<file path="src/core/ssc_map.vh">
/*
  Bit positions, field codes and reset values for the stall stop and compare select block.
  Assumes inclusion by bare name from the design files.
*/
`ifndef SSC_MAP_VH
`define SSC_MAP_VH
`define SSC_BIT_ENC_SEL       25
`define SSC_BIT_STALL_HALT    26
`define SSC_BIT_POST_STALL    27
`define SSC_FLD_CMP_SRC_HI    29
`define SSC_FLD_CMP_SRC_LO    28
`define SSC_BIT_COVER_AUTO    30
`define SSC_SRC_COMPARE       2'h0
`define SSC_SRC_HOME          2'h1
`define SSC_SRC_LATCH         2'h2
`define SSC_SRC_REVOLUTION    2'h3
`define SSC_CFG_RESET         32'h00000000
`define SSC_POS_WIDTH         32
`endif

</file>
<file path="src/core/ssc_cmp_unit.v">
/*
  Registered equality compare of a position against a selected reference.
  Assumes synchronous inputs on one clock.
*/
`timescale 1ns/1ps
`include "ssc_map.vh"
module ssc_cmp_unit (
  // Clocking.
  input  wire                      clock,
  input  wire                      reset,
  input  wire                      clockEnable,
  // Operands.
  input  wire [`SSC_POS_WIDTH-1:0] position,
  input  wire [`SSC_POS_WIDTH-1:0] reference,
  // Result.
  output reg                       equal_reg
);
  always @(posedge clock) begin
    if (reset) begin
      equal_reg <= 1'b0;
    end else if (clockEnable) begin
      equal_reg <= (position == reference);
    end
  end
endmodule // ssc_cmp_unit

</file>
<file path="src/core/ssc_stall_compare.v">
/*
  Stall stop control, compare source selection and cover datagram trigger.
  Assumes stall events, positions and velocity come synchronous from the ramp and encoder logic.
*/
// Behaviour
// - Stall-halt bit stops outputs on stall unless permit bit is set
// - Permit bit allows motion during stall stop
// - Field 29:28 selects compare reference
// - Bit 30 enables automatic cover datagrams
// - Bit 25 selects encoder versus internal position
`timescale 1ns/1ps
`include "ssc_map.vh"
module ssc_stall_compare (
  // Clocking.
  input  wire                      clock,
  input  wire                      reset,
  input  wire                      clockEnable,
  // Configuration word.
  input  wire [31:0]               configWord,
  // Stall handling.
  input  wire                      stallEvent,
  input  wire                      stallClear,
  input  wire                      motionRequest,
  // Positions.
  input  wire [`SSC_POS_WIDTH-1:0] internalActualPosition,
  input  wire [`SSC_POS_WIDTH-1:0] encoderPosition,
  input  wire [`SSC_POS_WIDTH-1:0] compareValue,
  input  wire [`SSC_POS_WIDTH-1:0] homeReference,
  input  wire [`SSC_POS_WIDTH-1:0] latchedInternalPosition,
  input  wire [`SSC_POS_WIDTH-1:0] latchedEncoderPosition,
  input  wire [`SSC_POS_WIDTH-1:0] revolutionCounter,
  // Velocity.
  input  wire [`SSC_POS_WIDTH-1:0] presentVelocity,
  input  wire [`SSC_POS_WIDTH-1:0] coverThreshold,
  // Results.
  output reg                       stallStop_reg,
  output reg                       outputsEnable_reg,
  output reg                       motionAllow_reg,
  output reg                       compareHit_reg,
  output reg                       compareReached_reg,
  output reg                       coverRequest_reg
);
  wire                      encSel     = configWord[`SSC_BIT_ENC_SEL];
  wire                      stallHalt  = configWord[`SSC_BIT_STALL_HALT];
  wire                      postPermit = configWord[`SSC_BIT_POST_STALL];
  wire                      coverAuto  = configWord[`SSC_BIT_COVER_AUTO];
  wire [1:0]                cmpSrc     = configWord[`SSC_FLD_CMP_SRC_HI:`SSC_FLD_CMP_SRC_LO];
  reg  [`SSC_POS_WIDTH-1:0] cmpPos;
  reg  [`SSC_POS_WIDTH-1:0] cmpRef;
  reg                       stallStop_next;
  reg                       aboveLast_reg;
  reg                       hitPrev_reg;
  wire                      equalNow;
  wire                      aboveNow   = presentVelocity >= coverThreshold;

  always @* begin
    cmpPos = encSel ? encoderPosition : internalActualPosition;
  end

  always @* begin
    case (cmpSrc)
      `SSC_SRC_COMPARE: cmpRef = compareValue;
      `SSC_SRC_HOME:    cmpRef = homeReference;
      `SSC_SRC_LATCH:   cmpRef = encSel ? latchedEncoderPosition : latchedInternalPosition;
      default:          cmpRef = revolutionCounter;
    endcase
  end

  ssc_cmp_unit cmpUnit (
    .clock       (clock),
    .reset       (reset),
    .clockEnable (clockEnable),
    .position    (cmpPos),
    .reference   (cmpRef),
    .equal_reg   (equalNow)
  );

  // latch stall stop, set wins over clear
  always @* begin
    stallStop_next = stallStop_reg;
    if (stallClear) begin
      stallStop_next = 1'b0;
    end
    if (stallEvent && stallHalt) begin
      stallStop_next = 1'b1;
    end
  end

  always @(posedge clock) begin
    if (reset) begin
      stallStop_reg      <= 1'b0;
      outputsEnable_reg  <= 1'b1;
      motionAllow_reg    <= 1'b0;
      compareHit_reg     <= 1'b0;
      compareReached_reg <= 1'b0;
      coverRequest_reg   <= 1'b0;
      aboveLast_reg      <= 1'b0;
      hitPrev_reg        <= 1'b0;
    end else if (clockEnable) begin
      stallStop_reg      <= stallStop_next;
      outputsEnable_reg  <= ~stallStop_next | postPermit;
      motionAllow_reg    <= motionRequest & (~stallStop_next | postPermit);
      compareHit_reg     <= equalNow;
      hitPrev_reg        <= equalNow;
      compareReached_reg <= equalNow & ~hitPrev_reg;
      aboveLast_reg      <= aboveNow;
      coverRequest_reg   <= coverAuto & (aboveNow ^ aboveLast_reg);
    end
  end
endmodule // ssc_stall_compare

</file>
<file path="config.mk">
export PLATFORM = sky130hd
export DESIGN_NAME = ssc_stall_compare
export DESIGN_NICKNAME = d
export VERILOG_FILES = /design/src/core/ssc_cmp_unit.v /design/src/core/ssc_stall_compare.v
export VERILOG_INCLUDE_DIRS = /design/src /design/src/core
export SDC_FILE = /design/constraint.sdc
export NUM_CORES = 1
export LEC_CHECK = 0
export ABC_AREA = 1
export BUFFER_PORTS_ARGS = -buffer_cell sky130_fd_sc_hd__buf_2
export CORE_AREA = 2 2 129 131
export CTS_CLUSTER_DIAMETER = 120
export DETAILED_ROUTE_END_ITERATION = 12
export DIE_AREA = 0 0 131 133
export HOLD_SLACK_MARGIN = 0.03
export PLACE_DENSITY_LB_ADDON = 0.2
export SLEW_MARGIN = 15
export SYNTH_ARGS = -nofsm -noshare
export SYNTH_HDL_FRONTEND = slang
export SYNTH_HIERARCHICAL = 1
export SYNTH_SLANG_ARGS = --single-unit
</file>
<file path="constraint.sdc">
create_clock -name clock -period 1.8 [get_ports clock]
set_input_delay 0.18 -clock clock [delete_from_list [all_inputs] [get_ports clock]]
set_output_delay 0.18 -clock clock [all_outputs]
set_load 0.005 [all_outputs]
</file>
==> metrics.txt, run 1 <==
placed inst area=5150 um^2; pre-CTS WS=-0.132 ns; Final Critical Period=1.61 ns; VDD IR-drop max=0.000248 V; unrepaired setup endpoints after global routing=no; Synth Cell Area=3130 um^2; P per Cell Area=317 nW/um^2; Worst EP required=1.97 ns; Final Net Count=1311; Post-route DRC=0; Hold WC Path Type=in -> reg; Die ar.=17400 um^2; Slew Viols, Final=0; total CTS buffers=3; crit end category=flip-flop; Tot GR Track Use=0.167; final hold vios=0; Worst Tran Pin Value=0.296 ns; Final setup viols=0; slowest CP cell=o2111ai_2; initial core utilization=0.194; delay-heaviest family, CP=simple AND/OR/NAND/NOR gates; die width=131 um; Final Cycle Share=0.893; clock latency at the later pin of the worst-skew pair=0.23 ns; Buf/Inv on CP=5; H-tree depth=1; Die Span Y=133 um; max cap viols=0; internal power=1.03 mW; DRT Pass-1 Iters=4; library cells used by synthesis=22; Worst Setup Start Kind=input port; Core Area=16200 um^2; root buffer cell=clkbuf_16; Overall Power=1.67 mW; post-layout util=0.326; crit path max fanout=15; CTS tree=yes; CP dominant cell by count=nand2_1; final RePlAce weighted congestion=0.826; TNS Setup=0 ns; Pleak=3.16 nW; post-synthesis sequential area ratio=0.0511; Yosys warnings=6; max incr delay on CP=0.25 ns; CTS sink cnt=8; clk_skew=0.000472 ns; DRT Wirelength=15700 um; cell area after layout=5280 um^2; FMAX=622 MHz; number of global-route vias before repair=4691; CP Cell Sequence=buf_2, inv_1, nand2_1, inv_2, buf_6, o21ai_0, o2111ai_2, inv_1, nand2_1, nand2_1, nor2_1, nand2_1, nor2_1, nand2_1, nor2_1, nand2_1, a21oi_2; clock network power share=0.222; setup ws final=0.192 ns; Cell Rows=47; P_sw=0.646 mW; DR WL/cell=13.4 um; Longest Clk Path Bufs=2; Combinational Power Share=0.664; Ports=332; top post-synthesis cells by area=nand2_1 (35%), ha_1 (13%), inv_1 (10%); largest net degree at the start of global routing=25; Worst slew margin=0.801; Synth-to-Final Area Change=68.3%; top-area cell type share of the netlist area=0.351; Antenna Violating Nets Remaining=0; fill count=1884; 1st-iter DRT viols=159; total congestion overflow=0; Cells after DPL=1165; hold buffers post-CTS=0; first-pass GRT wire length=22700 um; Worst Path Arrival=1.77 ns; Syn Area/Cell=4.98 um^2; Syn Inst Count=629; sequential power share=0.113; # port buffers=305; syn_nets=987; fin cells=1173; smallest hold slack=0.187 ns; worst setup path category=in -> reg; sw frac=0.387; layout cell share with drive strength beyond 1=0.377; initial antenna violation count=3; detailed-route via count=4894; Yosys reg bits=8; status=finished, final reports clean; vias per cell=4.17; post-detail-place hpwl=13700 um; clock-pin slew on the worst setup and hold paths=0.04 ns; dominant cell type by area after synthesis=nand2_1
[per-layer routing]
metal	track usage	vias to the layer above	routed length, um
met3	0.0433	8	1470
met2	0.306	209	7490
li1	-	2640	-
met4	0.0230	0	135
met5	0	-	0
met1	0.199	2037	6630
[timing repair]
action / CTS / global route
buffers inserted: 0 / 2
gates resized for setup: 0 / 9
endpoints found under the hold margin: 0 / 0
setup endpoints to repair: 0 / 1
[worst register-to-register path: cells and delay by family (launching register included)]
kind / cells / cell delay (ns)
compound gates: 3 / 0.46
flops: 1 / 0.30
buf+inv: 2 / 0.12
simple gates: 2 / 0.09
[synthesized netlist by cell type]
library cell,number
a211oi_1,2
a21o_1,2
a21oi_1,17
a21oi_2,2
a2bb2oi_1,1
buf_2,10
clkbuf_1,15
dfxtp_1,8
ha_1,32
inv_1,85
inv_2,2
nand2_1,293
nand3_1,4
nand4_1,7
nor2_1,66
nor2_2,1
o2111ai_1,32
o21a_1,2
o21ai_0,35
o22ai_1,1
xnor2_1,10
xor2_1,2
[worst paths after layout]
| check | startpoint | end | depth (start not counted) | slack [ns] |
|---|---|---|---|---|
| worst min-delay path | configWord[27] | outputsEnable_reg$_SDFFE_PP1P_ | 3 | 0.19 |
| worst min register to register | motionAllow_reg$_SDFFE_PP0P_ | motionAllow_reg$_SDFFE_PP0P_ | 2 | 0.46 |
| worst max register to register | stallStop_reg$_SDFFE_PP0P_ | motionAllow_reg$_SDFFE_PP0P_ | 7 | 0.77 |
| worst max-delay path | configWord[28] | cmpUnit/equal_reg$_SDFFE_PP0P_ | 17 | 0.19 |
[power groups by stage]
stage / logic (mW) / clock network [mW] / registers, mW
after floorplan: 0.549 / 0 / 0.193
after global placement: 1.10 / 0 / 0.192
after detailed placement: 1.11 / 0 / 0.192
after CTS: 1.11 / 0.378 / 0.189
after global routing: 1.26 / 0.388 / 0.190
final: 1.11 / 0.371 / 0.189
[layout by cell type, fill, tap and decap left out, drive strengths merged]
cell,instances
nand2,293
xor2,2
nand3,4
ha,32
nand4,7
clkbuf,4
xnor2,10
o21a,2
dfxtp,8
buf,343
a21o,2
nor2,67
a211oi,2
a21oi,19
o21ai,35
o22ai,1
o2111ai,32
inv,87
a2bb2oi,1
diode,2
[cells by family after synthesis]
logic type                 count (synthesis)  synth area share
adders and majority gates                 32             0.128
buffers and inverters                    112             0.138
DFF                                        8            0.0511
and+or+nand+nor                          371             0.452
xor gates and xnor gates                  12            0.0335
AOI/OAI and AO/OA                         94             0.197
[final cells by class]
class / count / area, um^2 / share of cell area
inverters: 87 / 327 / 0.0619
clock buffers: 3 / 75.1 / 0.0142
well taps: 220 / 275 / 0.0522
diodes: 2 / 5.00 / 0.000949
multi-input cells: 509 / 2570 / 0.487
repair buffers: 344 / 1860 / 0.353
flip-flops and latches: 8 / 160 / 0.0304
No activity file was read; power rests on OpenSTA's default activity.
==> run 2: changes to the inputs <==
Settings changed: PLACE_DENSITY set to 0.59, PLACE_DENSITY_LB_ADDON 0.2 to not set, SKIP_CTS_REPAIR_TIMING set to 1.
==> metrics.txt, run 2 (same netlist as run 1, synthesis figures left out) <==
Synth-to-Final Area Change=78.7%; total congestion overflow=0; Worst Setup Start Kind=input port; die width=131 um; clk_skew=0.00116 ns; initial core utilization=0.194; FMAX=578 MHz; post-detail-place hpwl=13000 um; vias per cell=4.30; most common cell after layout, fill and taps aside=buf_2; Ports=332; CTS sink cnt=8; Die ar.=17400 um^2; # port buffers=305; Final Critical Period=1.73 ns; placed inst area=5160 um^2; DRT Pass-1 Iters=4; largest net degree at the start of global routing=42; H-tree depth=1; number of global-route vias before repair=4726; first-pass GRT wire length=21800 um; status=finished, final reports clean; P_sw=0.691 mW; Final Net Count=1319; P per Cell Area=319 nW/um^2; Worst Min Path Start=motionRequest; VDD IR-drop max=0.000311 V; Worst EP required=1.97 ns; clock latency at the later pin of the worst-skew pair=0.23 ns; root buffer cell=clkbuf_16; Pleak=3.28 nW; final hold vios=0; layout cell share with drive strength beyond 1=0.400; Worst Tran Pin Value=0.355 ns; crit path max fanout=8; Combinational Power Share=0.685; unrepaired setup endpoints after global routing=yes; DRT Wirelength=15500 um; total CTS buffers=3; Worst Setup SP=configWord[29]; reg-to-reg startpoint=stallStop_reg$_SDFFE_PP0P_; DR WL/cell=13.1 um; sequential power share=0.106; Post-route DRC=0; Worst slew margin=0.763; Core Area=16200 um^2; Die Span Y=133 um; commonest cells after routing, fill and taps aside=buf_2 (304), nand2_1 (289), inv_1 (83); cell area after layout=5600 um^2; Tot GR Track Use=0.157; internal power=1.09 mW; post-layout util=0.346; clock network power share=0.209; 1st-iter DRT viols=132; Worst Path Arrival=1.90 ns; detailed-route via count=5085; clock-pin slew on the worst setup and hold paths=0.04 ns; Cell Rows=47; Hold WC Path Type=in -> reg; final RePlAce weighted congestion=0.909; max cap viols=0; Overall Power=1.79 mW; Longest Clk Path Bufs=2; Slew Viols, Final=0; sw frac=0.387; Final Cycle Share=0.961; Final setup viols=0; crit end category=flip-flop; Antenna Violating Nets Remaining=0; fill count=1817; worst setup path category=in -> reg; initial antenna violation count=5; CTS tree=yes
## run 2: cell types whose count changed in the layout (fill, tap and decap cells not counted), moves of 4 or more
cell       before  now
o2111ai_1      30   24
o21ai_2         0    4
clkbuf_16       3    7
o2111ai_2       2    8
o21ai_1         1    6
o21ai_0        34   24
buf_12          3    9
nand2_1       293  289
## run 2: power groups by stage
stage,sequential [mW],clock (mW),combinational (mW)
global route,0.190,0.395,1.38
global placement,0.192,0,1.12
finish,0.189,0.373,1.22
detailed placement,0.192,0,1.12
floorplan,0.193,0,0.549
CTS,0.189,0.381,1.13
## run 2: path summary, 6_finish.rpt
check / to / slack [ns] / depth (start not counted)
worst min-delay path: motionAllow_reg$_SDFFE_PP0P_ / 0.20 / 3
worst max register to register: motionAllow_reg$_SDFFE_PP0P_ / 0.77 / 7
worst min register to register: motionAllow_reg$_SDFFE_PP0P_ / 0.46 / 2
worst max-delay path: cmpUnit/equal_reg$_SDFFE_PP0P_ / 0.07 / 17
## run 2: layer usage
metal / global-route usage / wire length (um) / share of wire / vias up
li1: - / - / - / 2659
met1: 0.176 / 6240 / 0.40 / 2195
met2: 0.310 / 7950 / 0.51 / 217
met3: 0.0283 / 1200 / 0.077 / 10
met4: 0.0177 / 76 / 0.0049 / 4
met5: 0 / 27 / 0.0017 / -
## run 2: metrics by stage
stage	std cells	hold WS [ns]	setup WS, ns	setup TNS [ns]
finish	1182	0.199	0.0698	0
CTS	1162	0.199	-0.0260	-0.0260
global route	1181	0.211	-0.0308	-0.0308
floorplan	629	0.242	0.224	0
global placement	1159	0.437	-0.283	-0.283
detailed placement	1159	0.437	-0.259	-0.259
## run 2: area by class of cell
cell class,instances,area [um^2],area share
timing repair buffer,352,2090,0.373
sequential,8,160,0.0286
inverter,87,334,0.0597
clock buffer,3,75.1,0.0134
multi-input combinational,509,2660,0.475
antenna,3,7.51,0.00134
tap,220,275,0.0492
## run 2: worst max-delay path, stage by stage
cell and delay (ns):
buf_2 0.13, nand2_4 0.08, inv_4 0.04, buf_12 0.13, buf_6 0.12, clkbuf_16 0.15, o21ai_1 0.09, o2111ai_2 0.15
nand2_1 0.10, nand2_1 0.05, nor2_1 0.08, nand2_1 0.06, nor2_1 0.09, nand2_1 0.06, nor2_1 0.10, nand2_1 0.13
a21oi_2 0.15
